**src/rtl/fem_pkg.sv**
```systemverilog
// Register map, field positions and command codes of the flash erase, margin and lock controller.
package fem_pkg;

  // ----------------------------------------------------------------
  // Register byte offsets
  // ----------------------------------------------------------------
  localparam logic [7:0] REG_LOCK    = 8'h00;
  localparam logic [7:0] REG_CONFIG  = 8'h04;
  localparam logic [7:0] REG_STATUS  = 8'h08;
  localparam logic [7:0] REG_INDEX   = 8'h0c;
  localparam logic [7:0] REG_CMDWORD = 8'h10;
  localparam logic [7:0] REG_MARGIN  = 8'h14;
  localparam logic [7:0] REG_PROTECT = 8'h18;

  // ----------------------------------------------------------------
  // Field positions
  // ----------------------------------------------------------------
  localparam int CFG_IRQ_EN_BIT = 7;
  localparam int ST_CCF_BIT     = 7;
  localparam int ST_ACCESS_ERROR_FLAG_BIT  = 5;
  localparam int ST_PVIOL_BIT   = 4;
  localparam int ST_VFU_BIT     = 1;
  localparam int ST_VFL_BIT     = 0;
  localparam int PROT_PF_BIT    = 0;
  localparam int PROT_EE_BIT    = 1;

  // ----------------------------------------------------------------
  // Lock byte, commands and values
  // ----------------------------------------------------------------
  localparam logic [17:0] LOCK_BYTE_ADDR  = 18'h3ff0f;
  localparam logic [7:0]  LOCK_RESET      = 8'hff;
  localparam logic [1:0]  KEY_ENABLED     = 2'b10;
  localparam logic [1:0]  LOCK_UNSECURED  = 2'b10;
  localparam logic [7:0]  CMD_ERASE_BLOCK = 8'h09;
  localparam logic [7:0]  CMD_ERASE_SECT  = 8'h0a;
  localparam logic [2:0]  IDX_WORD0       = 3'h0;
  localparam logic [2:0]  IDX_WORD1       = 3'h1;
  localparam logic [15:0] MARGIN_NORMAL   = 16'h0000;
  localparam logic [15:0] MARGIN_ERASED   = 16'h0001;
  localparam logic [15:0] MARGIN_PROGRAM  = 16'h0002;
  localparam logic [15:0] ERASED_WORD     = 16'hffff;
  localparam logic [2:0]  PHRASE_MASK     = 3'h7;
  localparam logic [15:0] WORD_STEP       = 16'h0002;

  typedef enum logic [4:0] {
    ST_LOAD   = 5'b00001,
    ST_IDLE   = 5'b00010,
    ST_ERASE  = 5'b00100,
    ST_VERIFY = 5'b01000,
    ST_FINISH = 5'b10000
  } fem_state_t;

endpackage

```
**src/rtl/fem_ctrl.sv**
```systemverilog
// Flash command sequencer: lock byte load, block and sector erase, user margin level.
//
// What this block does
// - Load lock byte from nonvolatile memory at reset.
// - Double-bit fault at load sets all lock bits.
// - Lock register readable, writes change nothing.
// - Backdoor access enabled only for field 10.
// - Lock state unsecured only for field 10.
// - Backdoor unlock forces lock state to 10.
// - Block erase code 09, address over words.
// - Clearing complete flag launches; erase, verify, complete.
// - Block erase: index not 001 is access error.
// - Block erase: disallowed mode is access error.
// - Block erase: invalid block select is access error.
// - Block erase: misaligned address is access error.
// - Block erase: protected block is protection violation.
// - Verify: upper on any, lower on uncorrectable.
// - Sector erase code 0A, address anywhere in sector.
// - Sector erase clears whole sector, verifies, completes.
// - Margin command applies level, then completes.
// - Eeprom margin eeprom only; flash margin both.
// - Margin settings 0, 1, 2 accepted.
// - Other margin settings are access errors.
// - Irq when complete flag and enable set.
`timescale 1ns/1ps

module fem_ctrl
  import fem_pkg::*;
#(
  parameter int          CMD_WORDS    = 8,
  parameter int          SECTOR_BYTES = 512,
  parameter logic [15:0] EE_BASE      = 16'h0400,
  parameter int          EE_BYTES     = 512,
  parameter logic [1:0]  PF_BLOCK_SEL = 2'b11,
  parameter logic [1:0]  EE_BLOCK_SEL = 2'b00,
  parameter logic [7:0]  CMD_MARGIN   = 8'h0e
) (
  input  wire logic        pclk,            // Bus clock, 100 MHz.
  input  wire logic        presetn,         // Asynchronous reset, active low.
  input  wire logic        psel,            // APB select.
  input  wire logic        penable,         // APB access phase.
  input  wire logic        pwrite,          // APB write.
  input  wire logic [7:0]  paddr,           // APB byte address.
  input  wire logic [31:0] pwdata,          // APB write data.
  output logic      [31:0] prdata,          // APB read data.
  output logic             pready,          // APB ready.
  output logic             pslverr,         // APB error on unmapped address.
  output logic             lock_rd_req,     // Lock byte read request.
  output logic      [17:0] lock_rd_addr,    // Lock byte global address.
  input  wire logic        lock_rd_valid,   // Lock byte read answer.
  input  wire logic [7:0]  lock_rd_data,    // Lock byte value.
  input  wire logic        lock_rd_dbl,     // Double-bit fault on that read.
  input  wire logic        backdoor_unlock, // Key match pulse.
  input  wire logic        cmd_mode_ok,     // Commands allowed in this mode.
  output logic             arr_req,         // Array access request.
  output logic             arr_erase,       // 1 erase word, 0 read word.
  output logic      [16:0] arr_addr,        // Array word address.
  input  wire logic        arr_ack,         // Array access done.
  input  wire logic [15:0] arr_rdata,       // Read data.
  input  wire logic        arr_sbe,         // Corrected error on read.
  input  wire logic        arr_dbe,         // Uncorrectable error on read.
  output logic      [1:0]  pf_margin,       // Program flash read margin.
  output logic      [1:0]  ee_margin,       // Eeprom read margin.
  output logic             device_secured,  // Lock state is secured.
  output logic             backdoor_en,     // Backdoor key access enabled.
  output logic             cmd_irq          // Command complete interrupt.
);

  localparam logic [15:0] SECT_MASK = 16'(SECTOR_BYTES - 1);
  localparam logic [15:0] EE_LAST   = 16'(int'(EE_BASE) + EE_BYTES - 2);
  localparam logic [15:0] PF_LAST   = 16'hfffe;
  localparam logic [15:0] SECT_LAST = 16'(SECTOR_BYTES - 2);

  // ----------------------------------------------------------------
  // State and registers
  // ----------------------------------------------------------------
  fem_state_t  state;
  logic [7:0]  lock;
  logic        irq_en;
  logic        ccf;
  logic        access_error_flag;
  logic        pviol;
  logic        vf_upper;
  logic        vf_lower;
  logic [2:0]  cmd_idx;
  logic [15:0] cmd_arr [CMD_WORDS];
  logic [1:0]  protect;
  logic [1:0]  op_blk;
  logic [15:0] op_first;
  logic [15:0] op_cur;
  logic [15:0] op_last;

  logic        wr_acc;
  logic        rd_setup;
  logic        hit;
  logic        launch;
  logic [7:0]  cmd_code;
  logic [1:0]  cmd_blk;
  logic [15:0] cmd_addr;
  logic        blk_pf;
  logic        blk_ee;
  logic        acc_fail;
  logic        prot_fail;
  logic        margin_ok;
  logic        erase_go;
  logic        bd_take;
  logic        v_err;
  logic        v_dbl;
  logic [15:0] sect_first;

  // ----------------------------------------------------------------
  // APB slave
  // ----------------------------------------------------------------
  assign wr_acc   = psel & penable & pwrite;
  assign rd_setup = psel & ~penable & ~pwrite;
  assign pready   = 1'b1;
  always_comb begin
    unique case (paddr)
      REG_LOCK, REG_CONFIG, REG_STATUS, REG_INDEX,
      REG_CMDWORD, REG_MARGIN, REG_PROTECT: hit = 1'b1;
      default: hit = 1'b0;
    endcase
  end
  assign pslverr = psel & penable & ~hit;

  // Read data is captured in the setup cycle so it comes from a flop.
  always_ff @(posedge pclk or negedge presetn) begin
    if (!presetn) begin
      prdata <= 32'h0000_0000;
    end else if (rd_setup) begin
      unique case (paddr)
        REG_LOCK:    prdata <= {24'h00_0000, lock};
        REG_CONFIG:  prdata <= 32'(irq_en) << CFG_IRQ_EN_BIT;
        REG_STATUS:  prdata <= (32'(ccf) << ST_CCF_BIT) | (32'(access_error_flag) << ST_ACCESS_ERROR_FLAG_BIT)
                               | (32'(pviol) << ST_PVIOL_BIT) | (32'(vf_upper) << ST_VFU_BIT)
                               | (32'(vf_lower) << ST_VFL_BIT);
        REG_INDEX:   prdata <= {29'h0000_0000, cmd_idx};
        REG_CMDWORD: prdata <= {16'h0000, cmd_arr[cmd_idx]};
        REG_MARGIN:  prdata <= {28'h000_0000, ee_margin, pf_margin};
        REG_PROTECT: prdata <= {30'h0000_0000, protect};
        default:     prdata <= 32'h0000_0000;
      endcase
    end
  end

  always_ff @(posedge pclk or negedge presetn) begin
    if (!presetn) begin
      irq_en  <= 1'b0;
      protect <= 2'b00;
    end else if (wr_acc) begin
      if (paddr == REG_CONFIG) begin
        irq_en <= pwdata[CFG_IRQ_EN_BIT];
      end
      if (paddr == REG_PROTECT) begin
        protect <= pwdata[1:0];
      end
    end
  end

  // Index and parameter words are frozen while a command runs.
  always_ff @(posedge pclk or negedge presetn) begin
    if (!presetn) begin
      cmd_idx <= 3'h0;
    end else if (wr_acc && paddr == REG_INDEX && ccf) begin
      cmd_idx <= pwdata[2:0];
    end
  end

  for (genvar i = 0; i < CMD_WORDS; i++) begin : g_cmd
    always_ff @(posedge pclk or negedge presetn) begin
      if (!presetn) begin
        cmd_arr[i] <= 16'h0000;
      end else if (wr_acc && paddr == REG_CMDWORD && ccf && cmd_idx == 3'(i)) begin
        cmd_arr[i] <= pwdata[15:0];
      end
    end
  end

  // ----------------------------------------------------------------
  // Lock byte
  // ----------------------------------------------------------------
  assign lock_rd_req    = (state == ST_LOAD);
  assign lock_rd_addr   = LOCK_BYTE_ADDR;
  assign backdoor_en    = (lock[7:6] == KEY_ENABLED);
  assign device_secured = (lock[1:0] != LOCK_UNSECURED);
  assign bd_take        = backdoor_unlock & backdoor_en & (state != ST_LOAD);

  always_ff @(posedge pclk or negedge presetn) begin
    if (!presetn) begin
      lock <= LOCK_RESET;
    end else if (state == ST_LOAD && lock_rd_valid) begin
      lock <= lock_rd_dbl ? LOCK_RESET : lock_rd_data;
    end else if (bd_take) begin
      lock[1:0] <= LOCK_UNSECURED;
    end
  end

  // ----------------------------------------------------------------
  // Launch checks
  // ----------------------------------------------------------------
  assign cmd_code   = cmd_arr[IDX_WORD0][15:8];
  assign cmd_blk    = cmd_arr[IDX_WORD0][1:0];
  assign cmd_addr   = cmd_arr[IDX_WORD1];
  assign blk_pf     = (cmd_blk == PF_BLOCK_SEL);
  assign blk_ee     = (cmd_blk == EE_BLOCK_SEL);
  assign sect_first = cmd_addr & ~SECT_MASK;
  assign margin_ok  = (cmd_addr == MARGIN_NORMAL) || (cmd_addr == MARGIN_ERASED)
                      || (cmd_addr == MARGIN_PROGRAM);
  assign launch     = wr_acc && paddr == REG_STATUS && pwdata[ST_CCF_BIT]
                      && ccf && state == ST_IDLE;

  always_comb begin
    acc_fail  = (cmd_idx != IDX_WORD1) || !cmd_mode_ok;
    prot_fail = 1'b0;
    unique case (cmd_code)
      CMD_ERASE_BLOCK: begin
        acc_fail = acc_fail || !(blk_pf || blk_ee)
                   || (blk_pf && (cmd_addr[2:0] & PHRASE_MASK) != 3'h0)
                   || (blk_ee && cmd_addr[0]);
        prot_fail = (blk_pf && protect[PROT_PF_BIT])
                    || (blk_ee && protect[PROT_EE_BIT]);
      end
      CMD_ERASE_SECT: begin
        acc_fail  = acc_fail || !blk_pf;
        prot_fail = protect[PROT_PF_BIT];
      end
      CMD_MARGIN: begin
        acc_fail = acc_fail || !(blk_pf || blk_ee) || !margin_ok;
      end
      default: acc_fail = 1'b1;
    endcase
  end

  assign erase_go = launch && !acc_fail && !prot_fail
                    && (cmd_code == CMD_ERASE_BLOCK || cmd_code == CMD_ERASE_SECT);

  // ----------------------------------------------------------------
  // Sequencer
  // ----------------------------------------------------------------
  always_ff @(posedge pclk or negedge presetn) begin
    if (!presetn) begin
      state <= ST_LOAD;
    end else begin
      unique case (state)
        ST_LOAD:   if (lock_rd_valid) state <= ST_IDLE;
        ST_IDLE:   if (erase_go) state <= ST_ERASE; else if (launch) state <= ST_FINISH;
        ST_ERASE:  if (arr_ack && op_cur == op_last) state <= ST_VERIFY;
        ST_VERIFY: if (arr_ack && op_cur == op_last) state <= ST_FINISH;
        ST_FINISH: state <= ST_IDLE;
      endcase
    end
  end

  always_ff @(posedge pclk or negedge presetn) begin
    if (!presetn) begin
      op_blk   <= 2'b00;
      op_first <= 16'h0000;
      op_cur   <= 16'h0000;
      op_last  <= 16'h0000;
    end else if (erase_go) begin
      op_blk <= cmd_blk;
      if (cmd_code == CMD_ERASE_SECT) begin
        op_first <= sect_first;
        op_cur   <= sect_first;
        op_last  <= sect_first + SECT_LAST;
      end else begin
        op_first <= blk_pf ? 16'h0000 : EE_BASE;
        op_cur   <= blk_pf ? 16'h0000 : EE_BASE;
        op_last  <= blk_pf ? PF_LAST : EE_LAST;
      end
    end else if (arr_ack && (state == ST_ERASE || state == ST_VERIFY)) begin
      op_cur <= (op_cur == op_last) ? op_first : op_cur + WORD_STEP;
    end
  end

  assign arr_req   = (state == ST_ERASE) || (state == ST_VERIFY);
  assign arr_erase = (state == ST_ERASE);
  assign arr_addr  = {op_blk, op_cur[15:1]};

  assign v_err = (arr_rdata != ERASED_WORD) || arr_sbe || arr_dbe;
  assign v_dbl = (arr_rdata != ERASED_WORD) || arr_dbe;

  // ----------------------------------------------------------------
  // Status flags
  // ----------------------------------------------------------------
  always_ff @(posedge pclk or negedge presetn) begin
    if (!presetn) begin
      ccf <= 1'b0;
    end else if (state == ST_FINISH || (state == ST_LOAD && lock_rd_valid)) begin
      ccf <= 1'b1;
    end else if (launch) begin
      ccf <= 1'b0;
    end
  end

  // A set on launch wins over the clear carried by the same write.
  always_ff @(posedge pclk or negedge presetn) begin
    if (!presetn) begin
      access_error_flag <= 1'b0;
      pviol  <= 1'b0;
    end else begin
      if (launch && acc_fail) begin
        access_error_flag <= 1'b1;
      end else if (wr_acc && paddr == REG_STATUS && pwdata[ST_ACCESS_ERROR_FLAG_BIT]) begin
        access_error_flag <= 1'b0;
      end
      if (launch && !acc_fail && prot_fail) begin
        pviol <= 1'b1;
      end else if (wr_acc && paddr == REG_STATUS && pwdata[ST_PVIOL_BIT]) begin
        pviol <= 1'b0;
      end
    end
  end

  always_ff @(posedge pclk or negedge presetn) begin
    if (!presetn) begin
      vf_upper <= 1'b0;
      vf_lower <= 1'b0;
    end else if (launch) begin
      vf_upper <= 1'b0;
      vf_lower <= 1'b0;
    end else if (state == ST_VERIFY && arr_ack) begin
      vf_upper <= vf_upper | v_err;
      vf_lower <= vf_lower | v_dbl;
    end
  end

  // ----------------------------------------------------------------
  // Margin levels and interrupt
  // ----------------------------------------------------------------
  always_ff @(posedge pclk or negedge presetn) begin
    if (!presetn) begin
      pf_margin <= 2'b00;
      ee_margin <= 2'b00;
    end else if (launch && cmd_code == CMD_MARGIN && !acc_fail) begin
      ee_margin <= cmd_addr[1:0];
      if (blk_pf) begin
        pf_margin <= cmd_addr[1:0];
      end
    end
  end

  assign cmd_irq = ccf & irq_en;
endmodule

```
**config.mk**
```make
export PLATFORM = sky130hd
export DESIGN_NAME = fem_ctrl
export DESIGN_NICKNAME = d
export VERILOG_FILES = /design/src/rtl/fem_pkg.sv /design/src/rtl/fem_ctrl.sv
export SDC_FILE = /design/constraint.sdc
export NUM_CORES = 1
export LEC_CHECK = 0
export ABC_AREA = 0
export BUFFER_PORTS_ARGS = -buffer_cell sky130_fd_sc_hd__buf_2
export CAP_MARGIN = 20
export CORE_AREA = 3 3 140 142
export CTS_BUF_LIST = sky130_fd_sc_hd__clkbuf_4 sky130_fd_sc_hd__clkbuf_8 sky130_fd_sc_hd__clkbuf_16
export CTS_CLUSTER_SIZE = 30
export DETAILED_ROUTE_END_ITERATION = 12
export DIE_AREA = 0 0 143 145
export GPL_ROUTABILITY_DRIVEN = 0
export PLACE_DENSITY = 0.77
export SYNTH_ARGS = -nofsm -noshare
export SYNTH_HDL_FRONTEND = slang
export SYNTH_SLANG_ARGS = --single-unit
```
**constraint.sdc**
```tcl
create_clock -name pclk -period 2.8 [get_ports pclk]
set_input_delay 0.14 -clock pclk [delete_from_list [all_inputs] [get_ports pclk]]
set_output_delay 0.14 -clock pclk [all_outputs]
set_load 0.02 [all_outputs]
```
==> results of run 1 <==
[worst register-to-register path, cell delays in order, from the launching register on]
cell	delay [ns]
dfrtp_1	0.44
nor3_1	0.33
nand2_1	0.15
inv_1	0.09
nand2_1	0.27
o32a_1	0.38
dlygate4sd3_1	0.56
[flip-flops by register name (all words and copies together) (netlist names)]
signal             cells
ee_margin              2
vf_upper               1
lock                   8
ccf                    1
state                  5
access_error_flag      1
vf_lower               1
irq_en                 1
cmd_addr              16
op_cur                15
cmd_idx                3
op_last                8
op_blk                 2
pf_margin              2
prdata                16
protect                2
op_first               7
cmd_arr              112
pviol                  1
[metrics by stage]
stage                     utilization  total power [mW]  worst slack, ns
final                          0.6464             6.578           0.5030
after global routing           0.6464             6.804           0.3206
after CTS                      0.6464             6.628           0.5476
after detailed placement       0.5891             3.459           0.3046
after global placement         0.5891             3.451           0.3558
after floorplan                     -             3.307           0.5173
[final cells by class]
type,instances,area (um2)
Clock buffer,28,631.9
Clock inverter,11,162.7
Fill cell,1372,6570
Inverter,8,30.03
Multi-Input combinational cell,575,4674
Sequential cell,204,5119
Tap cell,234,292.8
Timing Repair Buffer,164,1100
[worst max-delay path by stage]
stage	startpoint	to	slack, ns	cells after the start
3_5_place_dp	paddr[1]	cmd_arr[14]	0.30	8
4_1_cts	state[3]	lock[1]	0.55	6
5_1_grt	state[3]	lock[1]	0.32	6
2_1_floorplan	paddr[1]	cmd_addr[10]	0.52	8
6_report	state[3]	lock[1]	0.50	6
3_3_place_gp	paddr[1]	cmd_arr[13]	0.36	8
[power by group]
part | internal (mW) | total [mW] | switching [mW]
Sequential | 2.99 | 3.03 | 0.0335
Clock | 1.97 | 3.14 | 1.17
Combinational | 0.149 | 0.413 | 0.264
Total | 5.11 | 6.58 | 1.47
[placed cells by master, fill, tap and decap left out, drive strengths merged, types with 7 or more instances in the layout]
master         n
inv            9
dlygate4sd3   27
buf          136
a21oi         13
and3           7
clkbuf        29
conb          35
nor4           7
and2           8
nand3         28
dfstp          9
nor2b          7
nand2         77
mux2i         11
nor2          34
dfrtp        195
nand2b         9
o21ai         49
nand4         10
xnor2         13
mux4          32
mux2         145
nor3          12
[per-layer routing]
layer,part of all wire,vias to the layer above
met5,0,-
met4,0.024,0
met3,0.052,36
met2,0.49,228
met1,0.43,3681
li1,-,3259
[cells by family (layout without fill, tap and decap cells)]
logic type,Yosys count,count (layout),synth area share
muxes,188,188,0.2427
DFF,204,204,0.5039
other,2,35,0.0007397
xor gates and xnor gates,15,15,0.01294
AOI/OAI and AO/OA,107,107,0.06717
adders and majority gates,3,3,0.003698
buffers and inverters,88,211,0.04967
and+or+nand+nor,227,227,0.1192
[timing repair]
| action | CTS | global route |
|---|---|---|
| hold buffers | 27 | 0 |
| setup endpoints to repair | 0 | 0 |
| endpoints found under the hold margin | 141 | 0 |
==> reports/metrics.csv, run 1 <==
metric,value,unit
crit path kind,reg -> reg,
Initial Util,0.5464,
sink of the worst hold path,cmd_arr[63],
Post-CTS Resized,0,
CTS H-tree depth,1,
Post-CTS Setup Bufs,0,
Synth area leaders,"dfrtp_1, mux2_2, mux4_2, nand2_1, buf_4",
synthesized area per cell,12.17,um2
Post-Place Cell Area,10950,um2
CTS Root Cell,clkbuf_16,
hold_ws,0.01141,ns
total of max-cap violations,0,
clock skew,0.01038,ns
met2 usage,0.3710,
nets,1054,
First-pass DRT Iterations,5,
WL final,23.52,mm
status,completed,
Routed wire per std cell,19.22,um
cell chain of the critical path,nor3_1 -> nand2_1 -> inv_1 -> nand2_1 -> o32a_1 -> dlygate4sd3_1,
final hold vios,0,
initial antenna violation count,0,
CP max-delay cell,dlygate4sd3_1,
mapped cell area,10150,um2
"CTS clk-pin slew, worst paths",0.06,ns
Die ar.,20740,um2
num ports,155,
DRC Markers,0,
slew at the pin closest to its max-slew limit,0.8162,ns
CTS tree,done,
HP Class,in -> reg,
grt met1 use,0.3185,
synthesized flop and latch total,204,
CP most frequent cell,nand2_1,
"setup slack, reg-to-reg",0.50,ns
Sum Neg Setup Slack,0,ns
GRT met3 Usage,0.02736,
PortBufs,103,
Critical Path Sink Type,flop,
FF-to-FF End,lock[1],
Static Leak,5.768,nW
"Slew Viols, Final",0,
share of post-route cells with drive strength above 1,0.3848,
critical path's largest stage delay,0.56,ns
fin crit share,0.8204,
power per cell area,547.7,nW/um2
"Largest delay share family, worst path",simple AND/OR/NAND/NOR gates,
Die Y,145,um
Area Growth Syn to Fin,18.30,%
Period minus WS final,2.297,ns
CP bufs+invs,2,
Critical Path RT,3.22,ns
ys async rst share,1.000,
Main synth FF type,dfrtp_1,
max_slew headroom,0.4509,
most frequent cell after synthesis,dfrtp_1,
row count,50,
Hold Crit Depth,2,
Max clock buf depth,3,
Critical Path Source Type,flop,
Post-Layout Cell Count,1224,
area of the core,18580,um2
Critical Path AT,2.72,ns
Synth area leader,dfrtp_1,
synth unique cells,65,
Via Count,7204,
worst skew pair latency,0.50,ns
1st-iter DRT viols,423,
cts bufs inserted,22,
"Max FO, Critical Path",16,
vias in the first global route,7172,
RSZ-0062 raised after global routing,false,
All-Layer GR Usage,0.2258,
cell count after synthesis,834,
r2r startpoint,state[3],
Post-Place Cells,1158,
peak supply drop,0.3888,mV
first-pass GRT wire length,38.04,mm
sequential area share after synthesis,0.5039,
total gr overflow,0,
Ys Warns,0,
"EDFF count, synth",0,
clock sink count,204,
final antenna-violating net count,0,
Final HPWL DP,16.19,mm
Worst Reg-to-Reg Cells,6,
final instance area,12010,um2
# setup viols final,0,
die width,143,um
n_diodes,0,
largest net degree at the start of global routing,90,
share of the synthesized area in the top cell type,0.4807,
busiest grt layer,met2,
Vias per Instance,5.886,
hold_sp,pwdata[15],
Achievable Freq,435.3,MHz
synth cell count leaders,"dfrtp_1, mux2_2, nand2_1, o21ai_0, buf_4",
(Power assumes the default switching activity.)
==> run 2, diff against run 1 <==
- CORE_AREA: 3 3 140 142 -> 3 3 144 146
- DIE_AREA: 0 0 143 145 -> 0 0 147 149
- PLACE_DENSITY: 0.77 -> 0.76
- clock period: 2.8 -> 2 ns (I/O delays scaled with it)
==> run 2 against run 1 <==
  * The flow now finishes with violations (hold timing, setup timing)
  * Critical path type unchanged
  * Routed wire length up 9.4%
  * Via count rose by 5.4%
  * Sequential share of layout area decreased by 4.2 points
  * Maximum frequency rose by 9.7%
  * Clock skew increased by 0.0021 ns
  * Global-route usage is 0.68 points higher
  * Clock power rose by 39%
  * Core utilization up 3.7 points
  * Combinational power up 75%
==> reports/metrics.csv, run 2 (synthesis results as in run 1) <==
metric,value,unit,change
uppermost layer routed,met4,,
WL met1,10.86,mm,+7.1%
n_diodes,0,,unchanged
"Largest delay share family, worst path",simple AND/OR/NAND/NOR gates,,
largest net degree at the start of global routing,81,,-10%
Routed wire per std cell,19.07,um,-0.78%
status,"finished, violations left",,
1st-iter DRT viols,490,,+16%
# setup viols final,27,,+27
num ports,155,,unchanged
WL final,25.74,mm,+9.4%
Final HPWL DP,17.67,mm,+9.2%
nets,1148,,+8.9%
RSZ-0062 raised after global routing,true,,
vias in the first global route,7978,,+11%
max_slew headroom,0.6680,,+0.2171
final hold vios,1,,+1
final antenna-violating net count,0,,unchanged
slew at the pin closest to its max-slew limit,0.4935,ns,-0.3227 ns
WL met2,12.94,mm,+12%
Largest register FFs,112,,unchanged
Initial Util,0.5199,,-0.02647
Static Leak,6.368,nW,+10%
"commonest non-fill, non-tap cell in the layout",dfrtp_1,,
Vias per Instance,5.625,,-4.4%
Setup crit start,cmd_idx[0],,
Die ar.,21900,um2,+5.6%
area of the core,19530,um2,+5.1%
Period minus WS final,2.094,ns,-0.2028 ns
violated checks,"hold timing, setup timing",,
register area,5129,um2,+0.20%
Critical Path RT,2.44,ns,-0.78 ns
final instance area,13340,um2,+11%
Achievable Freq,477.5,MHz,+9.7%
CP most frequent cell,buf_6,,
clock skew,0.01246,ns,+0.002077 ns
PortBufs,103,,unchanged
fin crit share,1.047,,+0.2268
Critical Path Source Type,flop,,
cell chain of the critical path,buf_6 -> nor4bb_4 -> a41oi_2 -> a21oi_2 -> nand4_1 -> buf_6 -> or3_4 -> o21ai_2,,
total of max-cap violations,0,,unchanged
crit path kind,reg -> reg,,
DRC Markers,0,,unchanged
First-pass DRT Iterations,5,,unchanged
worst skew pair latency,0.51,ns,about the same
most frequent cells in the layout,"dfrtp_1, mux2_2, buf_2, buf_4, nand2_1",,
Levels on crit path,8,,+2
hold_ws,-0.003615,ns,-0.01503 ns
Reg with most FFs,cmd_arr,,
Worst Reg-to-Reg Cells,8,,+2
Die Y,149,um,+2.8%
FF-to-FF End,op_cur[10],,
CTS Root Cell,clkbuf_16,,
clock sink count,204,,unchanged
total gr overflow,0,,unchanged
CP bufs+invs,2,,unchanged
met3 wire length,1.378,mm,+13%
worst setup path endpoint,op_cur[10],,
Setup WS post-layout,-0.09424,ns,-0.5972 ns
area of the multi-input gates,5017,um2,+7.3%
Critical Path Sink Type,flop,,
CTS H-tree depth,1,,unchanged
"CTS clk-pin slew, worst paths",0.06,ns,about the same
cts bufs inserted,22,,unchanged
Area Growth Syn to Fin,31.39,%,
critical path's largest stage delay,0.44,ns,-0.12 ns
row count,51,,+2.0%
Post-Layout Cell Count,1350,,+10%
Post-Place Cell Area,11650,um2,+6.5%
r2r startpoint,cmd_idx[0],,
Critical Path AT,2.53,ns,-0.19 ns
die width,147,um,+2.8%
"Slew Viols, Final",0,,unchanged
CTS tree,done,,
All-Layer GR Usage,0.2326,,+0.006836
power per cell area,698.6,nW/um2,+28%
Via Count,7594,,+5.4%
share of post-route cells with drive strength above 1,0.4866,,+0.1018
first-pass GRT wire length,41.52,mm,+9.1%
fillers,1357,,-1.1%
Post-Place Cells,1256,,+8.5%
"Max FO, Critical Path",8,,-8
initial antenna violation count,0,,unchanged
CP max-delay cell,dfrtp_2,,
peak supply drop,0.6285,mV,+62%
"setup slack, reg-to-reg",-0.09,ns,-0.60 ns
Max clock buf depth,3,,unchanged
HP Class,in -> reg,,
[run 2: cell count changes in the layout (fill, tap and decap cells not counted), moves of 7 or more]
cell | previous run | this run
buf_4 | 30 | 93
o21ai_0 | 47 | 26
mux2_2 | 145 | 126
mux2_4 | 0 | 19
nand2_1 | 77 | 62
o21ai_1 | 2 | 16
dlygate4sd3_1 | 27 | 37
nand2_2 | 0 | 10
buf_6 | 0 | 9
dfrtp_1 | 193 | 185
dfrtp_2 | 2 | 10
buf_12 | 4 | 11
o21ai_2 | 0 | 7
[run 2: per-stage QoR]
| stage | worst slack (ns) | TNS, ns | utilization | total power, mW |
|---|---|---|---|---|
| after floorplan | -0.2089 | -7.903 | - | 4.635 |
| after global placement | -0.1913 | -20.30 | 0.5968 | 4.913 |
| after detailed placement | -0.2286 | -23.63 | 0.5968 | 4.923 |
| after CTS | -0.07286 | -0.6068 | 0.6672 | 9.352 |
| after global routing | -0.1735 | -4.132 | 0.6831 | 9.662 |
| final | -0.09424 | -1.437 | 0.6831 | 9.318 |
[run 2: area by class of cell]
cell class | count | area share
clock buffers | 33 | 0.05065
clock inverters | 7 | 0.008911
inverters | 8 | 0.002626
multi-input cells | 575 | 0.3761
flip-flops and latches | 204 | 0.3845
well taps | 265 | 0.02486
repair buffers | 258 | 0.1523
[run 2: how the worst min path moves through the flow]
stage / startpoint / end / slack [ns] / cells past startpoint
6_report: pwrite / prdata[5] / -0.004 / 4
3_5_place_dp: presetn / op_first[14] / 0.08 / 1
2_1_floorplan: presetn / access_error_flag / -0.20 / 0
4_1_cts: pwdata[1] / cmd_arr[49] / 0.008 / 2
3_3_place_gp: presetn / op_cur[8] / 0.08 / 1
5_1_grt: pwdata[1] / cmd_arr[81] / 0.03 / 2
[run 2: layer usage]
layer / track usage / vias to the layer above
met3: 0.04467 / 44
met5: 0 / -
li1: - / 3475
met1: 0.3043 / 3852
met2: 0.3964 / 223
met4: 0.07316 / 0
[run 2: tightest hold or removal path, cell delays in order]
cell     delay [ns]
buf_2          0.10
nor2_1         0.04
nand2_1        0.13
o21ai_1        0.08
[run 2: what timing repair did]
item                                    4_1_cts  5_1_grt
setup buffers                                10        7
resized for setup                            30       75
hold endpoints to repair                    209        0
gates cloned                                  1        3
endpoints found under the setup margin       40       55
pin swaps                                    16       31
hold buffers                                 37        0
[run 2: report_power, final]
part | internal [mW] | leakage (nW) | switching (mW)
combinational | 0.305 | 3.20 | 0.416
sequential | 4.19 | 2.77 | 0.0450
clock | 2.73 | 0.391 | 1.63
